[src/hw/asrc_defs.svh]
// timing and geometry constants for the async sram host controller
`ifndef ASRC_DEFS_SVH
`define ASRC_DEFS_SVH

// ********************************************************************
// geometry
// ********************************************************************
`define ASRC_ADDR_W        16
`define ASRC_DATA_W        16
`define ASRC_LANE_W        8

// ********************************************************************
// timing for the slower speed grade: times in ns, clock in MHz
// ********************************************************************
`define ASRC_CLK_MHZ       40
`define ASRC_T_AA_NS       20
`define ASRC_T_WP_NS       12
`define ASRC_T_HZ_NS       8
`define ASRC_SYNC_STAGES   2

// ********************************************************************
// pin levels while idle (all strobes released)
// ********************************************************************
`define ASRC_STROBES_IDLE  5'h1F

`endif

[src/hw/asrc_pkg.sv]
// types and helpers for the async sram host controller
`default_nettype none
`include "asrc_defs.svh"

package asrc_pkg;

    // ****************************************************************
    // request and pin carriers
    // ****************************************************************
    typedef struct packed {
        logic                      write;
        logic [1:0]                byte_en;   // bit0 low lane, bit1 high lane
        logic [`ASRC_ADDR_W-1:0]   addr;
        logic [`ASRC_DATA_W-1:0]   wdata;
    } asrc_req_s;

    typedef struct packed {
        logic chip_sel_n;
        logic out_en_n;
        logic write_en_n;
        logic low_byte_enable_n;
        logic high_byte_enable_n;
    } asrc_strobes_s;

    typedef enum logic [2:0] {
        ST_IDLE,
        ST_RD_SETUP,
        ST_RD_ACCESS,
        ST_WR_SETUP,
        ST_WR_PULSE,
        ST_WR_HOLD,
        ST_TURN
    } asrc_state_e;

    // ****************************************************************
    // least time in ns to whole clock cycles, never below one
    // ****************************************************************
    function automatic int asrc_min_cycles(input int ns);
        int c;
        c = (ns * `ASRC_CLK_MHZ + 999) / 1000;
        return (c < 1) ? 1 : c;
    endfunction

endpackage

`default_nettype wire

[src/hw/asrc_sync.sv]
// multi-stage synchroniser for the data lanes read back from the sram pins
`timescale 1ns/1ps
`default_nettype none

module asrc_sync #(
    parameter int WIDTH  = 16,
    parameter int STAGES = 2
) (
    // clock and reset
    input  wire logic             core_clk_in,
    input  wire logic             rst_in,
    // data
    input  wire logic [WIDTH-1:0] d_in,
    output logic      [WIDTH-1:0] q_out
);

    logic [WIDTH-1:0] stage [STAGES];

    // shift chain; only the last stage is read outside
    always_ff @(posedge core_clk_in or posedge rst_in) begin
        if (rst_in) begin
            for (int i = 0; i < STAGES; i++) begin
                stage[i] <= '0;
            end
        end else begin
            stage[0] <= d_in;
            for (int i = 1; i < STAGES; i++) begin
                stage[i] <= stage[i-1];
            end
        end
    end

    assign q_out = stage[STAGES-1];

endmodule

`default_nettype wire

[src/hw/asrc_host.sv]
// host-side controller driving an async 64k x 16 sram with byte lanes
`timescale 1ns/1ps
`default_nettype none
`include "asrc_defs.svh"

module asrc_host
    import asrc_pkg::*;
#(
    parameter int ADDR_W = `ASRC_ADDR_W,
    parameter int DATA_W = `ASRC_DATA_W
) (
    // clock and reset
    input  wire logic              core_clk_in,
    input  wire logic              rst_in,
    // user request port
    input  wire logic              req_valid_in,
    input  wire asrc_req_s         req_in,
    output logic                   req_ready_out,
    // user response port
    output logic                   resp_valid_out,
    output logic [DATA_W-1:0]      resp_rdata_out,
    // sram address and strobes
    output logic [ADDR_W-1:0]      sram_addr_out,
    output logic                   chip_sel_n_out,
    output logic                   out_en_n_out,
    output logic                   write_en_n_out,
    output logic                   low_byte_enable_n_out,
    output logic                   high_byte_enable_n_out,
    // sram low data lane
    input  wire logic [7:0]        data_low_lane_in,
    output logic      [7:0]        data_low_lane_out,
    output logic                   data_low_lane_oe_out,
    // sram high data lane
    input  wire logic [7:0]        data_high_lane_in,
    output logic      [7:0]        data_high_lane_out,
    output logic                   data_high_lane_oe_out
);

    // ****************************************************************
    // cycle counts derived from the sram times in ns
    // ****************************************************************
    localparam int ACC_CYC  = asrc_min_cycles(`ASRC_T_AA_NS);
    localparam int WP_CYC   = asrc_min_cycles(`ASRC_T_WP_NS);
    localparam int HZ_CYC   = asrc_min_cycles(`ASRC_T_HZ_NS);
    localparam int RD_HOLD  = ACC_CYC + `ASRC_SYNC_STAGES;
    localparam logic [3:0] RD_LAST = 4'(RD_HOLD - 1);
    localparam logic [3:0] WP_LAST = 4'(WP_CYC - 1);
    localparam logic [3:0] HZ_LAST = 4'(HZ_CYC - 1);

    asrc_state_e        state;
    asrc_state_e        next_state;
    asrc_req_s          cur;
    asrc_strobes_s      strobes;
    asrc_strobes_s      next_strobes;
    logic [3:0]         cnt;
    logic               cnt_done;
    logic [DATA_W-1:0]  lanes_sync;
    logic               no_lanes;

    // ****************************************************************
    // read-back path through two flip-flops
    // ****************************************************************
    asrc_sync #(
        .WIDTH  (DATA_W),
        .STAGES (`ASRC_SYNC_STAGES)
    ) u_sync (
        .core_clk_in (core_clk_in),
        .rst_in      (rst_in),
        .d_in        ({data_high_lane_in, data_low_lane_in}),
        .q_out       (lanes_sync)
    );

    // ****************************************************************
    // sequencing
    // ****************************************************************

    // handshake: accept a request only when idle
    assign req_ready_out = (state == ST_IDLE);
    assign no_lanes      = (req_in.byte_en == 2'b00);

    // per-state terminal count
    always_comb begin
        unique case (state)
            ST_RD_ACCESS: cnt_done = (cnt == RD_LAST);
            ST_WR_PULSE:  cnt_done = (cnt == WP_LAST);
            ST_TURN:      cnt_done = (cnt == HZ_LAST);
            default:      cnt_done = 1'b1;
        endcase
    end

    // next state
    always_comb begin
        next_state = state;
        unique case (state)
            ST_IDLE: begin
                if (req_valid_in && !no_lanes) begin
                    next_state = req_in.write ? ST_WR_SETUP : ST_RD_SETUP;
                end
            end
            ST_RD_SETUP:  next_state = ST_RD_ACCESS;
            ST_RD_ACCESS: next_state = cnt_done ? ST_TURN : ST_RD_ACCESS;
            ST_WR_SETUP:  next_state = ST_WR_PULSE;
            ST_WR_PULSE:  next_state = cnt_done ? ST_WR_HOLD : ST_WR_PULSE;
            ST_WR_HOLD:   next_state = ST_IDLE;
            ST_TURN:      next_state = cnt_done ? ST_IDLE : ST_TURN;
        endcase
    end

    // state register
    always_ff @(posedge core_clk_in or posedge rst_in) begin
        if (rst_in) begin
            state <= ST_IDLE;
        end else begin
            state <= next_state;
        end
    end

    // dwell counter, cleared on every state change
    always_ff @(posedge core_clk_in or posedge rst_in) begin
        if (rst_in) begin
            cnt <= '0;
        end else if (next_state != state) begin
            cnt <= '0;
        end else begin
            cnt <= cnt + 4'h1;
        end
    end

    // latch the accepted request
    always_ff @(posedge core_clk_in or posedge rst_in) begin
        if (rst_in) begin
            cur <= '0;
        end else if (state == ST_IDLE && req_valid_in) begin
            cur <= req_in;
        end
    end

    // ****************************************************************
    // sram strobes, registered from the next state
    // ****************************************************************
    always_comb begin
        next_strobes = `ASRC_STROBES_IDLE;
        unique case (next_state)
            ST_RD_ACCESS: begin
                // address already stable one cycle before select falls
                next_strobes.chip_sel_n         = 1'b0;
                next_strobes.out_en_n           = 1'b0;
                next_strobes.low_byte_enable_n  = ~cur.byte_en[0];
                next_strobes.high_byte_enable_n = ~cur.byte_en[1];
            end
            ST_WR_PULSE: begin
                // output enable stays high so the plain pulse width suffices
                next_strobes.chip_sel_n         = 1'b0;
                next_strobes.write_en_n         = 1'b0;
                next_strobes.low_byte_enable_n  = ~cur.byte_en[0];
                next_strobes.high_byte_enable_n = ~cur.byte_en[1];
            end
            default: begin
                next_strobes = `ASRC_STROBES_IDLE;
            end
        endcase
    end

    // strobe register; all strobes rise together to end a write
    always_ff @(posedge core_clk_in or posedge rst_in) begin
        if (rst_in) begin
            strobes <= `ASRC_STROBES_IDLE;
        end else begin
            strobes <= next_strobes;
        end
    end

    assign chip_sel_n_out         = strobes.chip_sel_n;
    assign out_en_n_out           = strobes.out_en_n;
    assign write_en_n_out         = strobes.write_en_n;
    assign low_byte_enable_n_out  = strobes.low_byte_enable_n;
    assign high_byte_enable_n_out = strobes.high_byte_enable_n;

    // address register, set at the setup state of either access
    always_ff @(posedge core_clk_in or posedge rst_in) begin
        if (rst_in) begin
            sram_addr_out <= '0;
        end else if (state == ST_IDLE && req_valid_in) begin
            sram_addr_out <= req_in.addr[ADDR_W-1:0];
        end
    end

    // ****************************************************************
    // write data drive: only while the sram is floated by a high
    // output enable, and only on lanes being written
    // ****************************************************************
    always_ff @(posedge core_clk_in or posedge rst_in) begin
        if (rst_in) begin
            data_low_lane_out     <= '0;
            data_high_lane_out    <= '0;
            data_low_lane_oe_out  <= 1'b0;
            data_high_lane_oe_out <= 1'b0;
        end else begin
            data_low_lane_out  <= cur.wdata[7:0];
            data_high_lane_out <= cur.wdata[15:8];
            if (next_state == ST_WR_PULSE || next_state == ST_WR_HOLD) begin
                data_low_lane_oe_out  <= cur.byte_en[0];
                data_high_lane_oe_out <= cur.byte_en[1];
            end else begin
                data_low_lane_oe_out  <= 1'b0;
                data_high_lane_oe_out <= 1'b0;
            end
        end
    end

    // ****************************************************************
    // responses
    // ****************************************************************

    // read data captured at the end of the access; unread bytes are zero
    always_ff @(posedge core_clk_in or posedge rst_in) begin
        if (rst_in) begin
            resp_rdata_out <= '0;
        end else if (state == ST_RD_ACCESS && cnt_done) begin
            resp_rdata_out[7:0]  <= cur.byte_en[0] ? lanes_sync[7:0] : 8'h00;
            resp_rdata_out[15:8] <= cur.byte_en[1] ? lanes_sync[15:8] : 8'h00;
        end
    end

    // one-cycle completion pulse for reads, writes and empty requests
    always_ff @(posedge core_clk_in or posedge rst_in) begin
        if (rst_in) begin
            resp_valid_out <= 1'b0;
        end else begin
            resp_valid_out <= (state == ST_RD_ACCESS && cnt_done)
                           || (state == ST_WR_HOLD)
                           || (state == ST_IDLE && req_valid_in && no_lanes);
        end
    end

endmodule

`default_nettype wire

[config.mk]
export PLATFORM = sky130hd
export DESIGN_NAME = asrc_host
export DESIGN_NICKNAME = d
export VERILOG_FILES = /design/src/hw/asrc_pkg.sv /design/src/hw/asrc_sync.sv /design/src/hw/asrc_host.sv
export VERILOG_INCLUDE_DIRS = /design/src /design/src/hw
export SDC_FILE = /design/constraint.sdc
export NUM_CORES = 1
export LEC_CHECK = 0
export BUFFER_PORTS_ARGS = -buffer_cell sky130_fd_sc_hd__buf_2
export CAP_MARGIN = 25
export CELL_PAD_IN_SITES_DETAIL_PLACEMENT = 1
export CELL_PAD_IN_SITES_GLOBAL_PLACEMENT = 2
export CORE_ASPECT_RATIO = 1.4
export CORE_MARGIN = 2
export CORE_UTILIZATION = 33
export CTS_BUF_LIST = sky130_fd_sc_hd__clkbuf_4 sky130_fd_sc_hd__clkbuf_8
export DETAILED_ROUTE_END_ITERATION = 8
export PLACE_DENSITY_LB_ADDON = 0.1
export SYNTH_ARGS = -nofsm -noshare
export SYNTH_HDL_FRONTEND = slang
export SYNTH_SLANG_ARGS = --single-unit
[constraint.sdc]
create_clock -name core_clk_in -period 3.2 [get_ports core_clk_in]
set_input_delay 0.48 -clock core_clk_in [delete_from_list [all_inputs] [get_ports core_clk_in]]
set_output_delay 0.48 -clock core_clk_in [all_outputs]
set_load 0.01 [all_outputs]
==> results of run 1 <==
[layout make-up]
cell class,instances,area share
clock buffer,20,0.05241
inverter,7,0.005851
tap,150,0.03657
sequential,113,0.5522
multi-input combinational,142,0.2131
clock inverter,12,0.02584
timing repair buffer,113,0.1141
[where the power goes]
group | internal, µW | total [µW] | switching, µW
sequential | 1920 | 2230 | 312
clock | 745 | 1340 | 599
combinational | 762 | 1440 | 679
[worst reg2reg max path, stage by stage, from the launching register on]
cell     delay [ns]
dfrtp_1        0.56
nor3_2         0.26
and2_2         0.16
buf_4          0.50
mux2_2         0.43
[flip-flops by register name, summed over array words and instances, names as in the netlist]
| register | count |
|---|---|
| cur | 18 |
| resp_rdata_out | 16 |
| sram_addr_out | 16 |
| u_sync.q_out | 16 |
| u_sync.stage | 16 |
| data_high_lane_out | 8 |
| data_low_lane_out | 8 |
| cnt | 4 |
| state | 3 |
| chip_sel_n_out | 1 |
| data_high_lane_oe_out | 1 |
| data_low_lane_oe_out | 1 |
| high_byte_enable_n_out | 1 |
| low_byte_enable_n_out | 1 |
| out_en_n_out | 1 |
| resp_valid_out | 1 |
| write_en_n_out | 1 |
[metrics by stage]
step | instance area (µm²) | utilization | total power [µW] | hold slack [ns]
2_1_floorplan | 4069 | - | 3211 | 0.3312
3_3_place_gp | 4731 | 0.3880 | 3678 | 0.3313
3_5_place_dp | 4731 | 0.3880 | 3732 | 0.3356
4_1_cts | 5132 | 0.4210 | 5123 | 0.06056
5_1_grt | 5132 | 0.4210 | 5374 | 0.07237
6_report | 5132 | 0.4210 | 5012 | 0.07637
[how the worst max path moves through the flow]
| stage | start | to | slack [ns] | depth (start not counted) |
|---|---|---|---|---|
| floorplan | rst_in | cnt[0]$_DFF_PP0_ | 1.35 | 1 |
| global placement | state[0]$_DFF_PP0_ | sram_addr_out[4]$_DFFE_PP0P_ | 1.21 | 4 |
| detailed placement | state[0]$_DFF_PP0_ | sram_addr_out[4]$_DFFE_PP0P_ | 1.17 | 4 |
| CTS | state[0]$_DFF_PP0_ | sram_addr_out[4]$_DFFE_PP0P_ | 1.16 | 4 |
| global route | state[0]$_DFF_PP0_ | sram_addr_out[6]$_DFFE_PP0P_ | 1.04 | 4 |
| finish | state[0]$_DFF_PP0_ | sram_addr_out[4]$_DFFE_PP0P_ | 1.20 | 4 |
[layer usage]
layer	wire length (µm)	global-route usage
met3	624	0.06605
met4	118	0.06327
met1	3543	0.1642
met5	0	0
met2	4065	0.2169
[placed cells by master (no fill, tap or decap), types with 3 or more instances in the layout]
cell type | synthesis | layout
and2_1 | 7 | 6
dfstp_2 | 5 | 5
clkinvlp_4 | 0 | 4
clkinv_2 | 0 | 3
nor2_1 | 5 | 5
inv_1 | 7 | 6
ha_1 | 3 | 3
buf_2 | 3 | 110
o21bai_1 | 3 | 3
mux2_2 | 4 | 4
dfrtp_1 | 108 | 108
clkbuf_8 | 0 | 19
o21ai_0 | 20 | 20
nand2_1 | 39 | 39
mux2_4 | 30 | 30
o21ai_1 | 4 | 4
[cell families after synthesis]
group	synth area share
and+or+nand+nor	0.07048
DFF	0.6971
muxes	0.1219
adders and majority gates	0.009235
xor gates and xnor gates	0.004310
buffers and inverters	0.03417
AOI/OAI and AO/OA	0.06279
==> run metrics, run 1 <==
status complete, no violations; Clk Latency, worst-skew pair approximately 0.41 ns; cells on worst reg2reg path 4; number of max-cap violations 0; first-pass GRT wire length ~14000 µm; fmax 498.9 MHz; reg-to-reg critical path endpoint sram_addr_out[4]$_DFFE_PP0P_; CORE AREA roughly 0.012 mm²; Slew Limit Fails 0; Max Clock Skew 0.009561 ns; main area contributors after synthesis dfrtp_1 66%, mux2_4 11%, nand2_1 3.6%; die footprint roughly 0.013 mm²; Place WS roughly 1.2 ns; Post-CTS Setup Bufs 0; fillcell total around 1300; worst vdd ir between 0.3 and 0.4 mV; Critical Path RT roughly 3.5 ns; site row count between 40 and 50; drt pass-1 iters 5; post-route setup slack approximately 1.2 ns; Synth async-reset ratio 1.000; worst min-delay path class primary input to asynchronous set/reset pin; count leader, synth dfrtp_1; multi-input logic area 0.001094 mm²; chip width just under 100 µm; 1st-iter DRT viols 62; pwr dens 976.5 mW/mm²; fin crit period 2.004 ns; critical path's top delay family flip-flops; total grt overflow 0; worst setup path category flip-flop to flip-flop; TritonCTS clock tree yes; Critical Path AT around 2.3 ns; clk sinks approximately 110; drt wl/cell ~15 µm; htree depth 4; Worst Path Buf+Inv 1; register area 0.002834 mm²; type of origin of the critical path flip-flop; Worst Tran Pin Value between 0.6 and 0.7 ns; # port buffers 110; Syn Nets about 330; # resized after CTS 0; total track usage 0.1392; post-synth top area cell dfrtp_1; sequential element share of the synthesized area 0.6971; Main synth FF type dfrtp_1; worst-path maximum fanout 34; share of cells above drive strength 1 0.4668; number of I/O pins ~110; final period utilization 0.6264; Leakage ~0.0025 µW; post-route insts no fill 557; number of flops mapped to enable cells by yosys 0; synth cell count leaders 108 x dfrtp_1, 39 x nand2_1, 30 x mux2_4, 20 x o21ai_0; Synth Instances around 280; synth-to-layout area growth 26.25%; Setup TNS 0 ns; final hold vios 0; RSZ-0062 raised after global routing no; CP max stage delay around 0.56 ns; Reg clk slew, reported paths about 0.07 ns; Synth Register Bits 113; Die Y 135.3 µm; Mapped Area around 0.004 mm²; number of global-route vias before repair ~2800; Setup crit end kind flip-flop; antenna violations before repair 0; post-DP HPWL 5534 µm; Cells after DPL approximately 530; routed via count between 2000 and 2500; CTS root buffer clkbuf_8; Inserted Clock Buffers 17; synth unique cells 38; diode count 0; routed wire length 8351 µm; R2R Setup Slk roughly 1.2 ns; area share of the largest cell type after synthesis 0.6648; GPL Wtd Cong approximately 0.7; DRC 0; worst path cell trace nor3_2, and2_2, buf_4, mux2_2; max_slew headroom 0.5923; Syn Area/Cell around 15 µm²; largest net degree at the start of global routing 94; CTS max path bufs 2; worst reg2reg path startpoint state[0]$_DFF_PP0_; # hold bufs at CTS 0; Via density roughly 4.4; CP max-delay cell dfrtp_1; Starting Density 0.3334; Yosys warnings 0; Final #Nets about 450; Setup Viol. Count Final 0; Routed Antenna Nets 0
Power figures use the tool's default switching activity.
==> run 2, diff against run 1 <==
==> constraint.sdc (replaced) <==
create_clock -name core_clk_in -period 1.8 [get_ports core_clk_in]
set_input_delay 0.27 -clock core_clk_in [delete_from_list [all_inputs] [get_ports core_clk_in]]
set_output_delay 0.27 -clock core_clk_in [all_outputs]
set_load 0.01 [all_outputs]
==> run 2 against run 1 <==
Effect of this change: sequential cell count unchanged; final cell count increased by 5.0%; critical path depth increased by 3; total power increased by 82%; non-clock buffer count increased by 28; wire length increased by 2.7%; register-to-register slack got worse by 1.1 ns; sequential share of layout area decreased by 3.0 points; critical path type unchanged; critical endpoint is now cnt[0]$_DFF_PP0_; largest cell class unchanged.
==> run metrics, run 2 (synthesized netlist as in run 1, its figures left out) <==
multi-input logic area between 0.001 and 0.0015 mm²; synth-to-layout area growth 33.46%; CORE AREA 0.01219 mm²; type of origin of the critical path flip-flop; Largest register FFs 18; R2R Setup Slk 0.09 ns; post-DP HPWL 5764 µm; Clk Latency, worst-skew pair approximately 0.43 ns; htree depth 4; Max Clock Skew between 0.008 and 0.009 ns; total track usage 0.1442; Leakage approximately 0.0027 µW; CP max stage delay 0.41 ns; fmax 584.2 MHz; chip width 97.81 µm; Reg clk slew, reported paths around 0.080 ns; Die Y ~140 µm; # port buffers 110; routed via count roughly 2600; critical path's top delay family simple AND/OR/NAND/NOR gates; Setup Viol. Count Final 0; Inserted Clock Buffers 17; worst min-delay path class primary input to flip-flop; number of I/O pins between 100 and 150; antenna violations before repair 0; hold path endpoint sram_addr_out[7]$_DFFE_PP0P_; first-pass GRT wire length between 10000 and 15000 µm; number of global-route vias before repair slightly below 3000; pwr dens between 1500 and 2000 mW/mm²; Routed Antenna Nets 0; site row count 48; drt wl/cell 14.66 µm; drt pass-1 iters 4; worst reg2reg path startpoint cnt[0]$_DFF_PP0_; diode count 0; Slew Limit Fails 0; fin crit period around 1.7 ns; worst-path maximum fanout 4; Critical Path RT 2.12 ns; status complete, no violations; Biggest register cur; WHS Path Cells 2; Starting Density 0.3334; post-route setup slack between 0.08 and 0.09 ns; fillcell total between 1000 and 1500; Place WS -0.005042 ns; Pwr Total 9116 µW; total grt overflow 0; reg-to-reg critical path endpoint cnt[0]$_DFF_PP0_; max_slew headroom 0.6904; die footprint 0.01324 mm²; most frequent cells in the layout 110 x buf_2, 108 x dfrtp_1, 39 x nand2_1; worst setup path category flip-flop to flip-flop; worst path cell trace inv_2, ha_1, or3b_4, a31oi_1, a222oi_1, buf_4, and2_1; 1st-iter DRT viols between 50 and 60; largest net degree at the start of global routing 50; RSZ-0062 raised after global routing no; CTS max path bufs 2; Final Util 0.4450; Final #Nets 479; Worst Tran Pin Value ~0.46 ns; cells on worst reg2reg path 7; Hold Crit Start req_in[23]; Via density 4.480; clk sinks 113; routed wire length 8577 µm; commonest non-fill, non-tap cell in the layout buf_2; share of cells above drive strength 1 0.4667; final period utilization 0.9509; worst vdd ir a little over 0.8 mV; Worst Path Buf+Inv 2; number of max-cap violations 0; GPL Wtd Cong between 0.7 and 0.8; DRC 0; CTS root buffer clkbuf_8; Setup crit end kind flip-flop; register area around 0.0028 mm²; CP max-delay cell dfrtp_1; Critical Path AT between 2 and 2.5 ns; TritonCTS clock tree yes; final hold vios 0; Setup TNS 0 ns
-- run 2: cell count changes in the layout (fill, tap and decap cells not counted), moves of 2 or more --
cell and delta:
clkinv_4 +2, buf_4 +8, dlygate4sd3_1 +17, buf_12 +3
-- run 2: final cells by class --
type,instances,area share
Sequential cell,113,0.5224
Tap cell,150,0.03459
Clock inverter,14,0.02837
Inverter,7,0.005535
Clock buffer,18,0.04566
Multi-Input combinational cell,142,0.2020
Timing Repair Buffer,141,0.1614
-- run 2: per-stage QoR --
stage	area, µm²	cells	hold WS (ns)
floorplan	4069	276	0.3014
global placement	4828	533	0.3123
detailed placement	4828	533	0.3207
CTS	5410	583	0.02328
global route	5425	585	0.02296
finish	5425	585	0.06122
-- run 2: power breakdown --
part / internal, µW / switching [µW]
Clock: 1280 / 1120
Combinational: 1530 / 1310
Sequential: 3410 / 470
Total: 6220 / 2900
-- run 2: per-layer routing --
| metal | GRT usage | wire length (µm) |
|---|---|---|
| met5 | 0 | 0 |
| met4 | 0.06250 | 155 |
| met3 | 0.06347 | 651 |
| met2 | 0.2307 | 4267 |
| met1 | 0.1692 | 3502 |
-- run 2: worst reg2reg max path: cells and delay by family (launching register included) --
kind | cells | cell delay [ns]
flops | 1 | 0.41
compound gates | 2 | 0.25
buf+inv | 2 | 0.24
simple gates | 2 | 0.55
fa+ha+maj | 1 | 0.16
-- run 2: repair_timing --
action,in CTS,in global routing
pin swaps,1,1
endpoints found under the setup margin,4,4
setup buffers,1,2
endpoints found under the hold margin,32,0
hold buffers,17,0
gates resized for setup,1,1
-- run 2: worst max path at each step --
stage | startpoint | end | slack [ns] | cells past startpoint
floorplan | rst_in | cnt[0]$_DFF_PP0_ | 0.16 | 1
global placement | cnt[0]$_DFF_PP0_ | cnt[2]$_DFF_PP0_ | 0.06 | 6
detailed placement | cnt[0]$_DFF_PP0_ | cnt[2]$_DFF_PP0_ | -0.005 | 6
CTS | cnt[0]$_DFF_PP0_ | cnt[0]$_DFF_PP0_ | 0.02 | 7
global route | cnt[0]$_DFF_PP0_ | cnt[1]$_DFF_PP0_ | 0.009 | 7
finish | cnt[0]$_DFF_PP0_ | cnt[0]$_DFF_PP0_ | 0.09 | 7
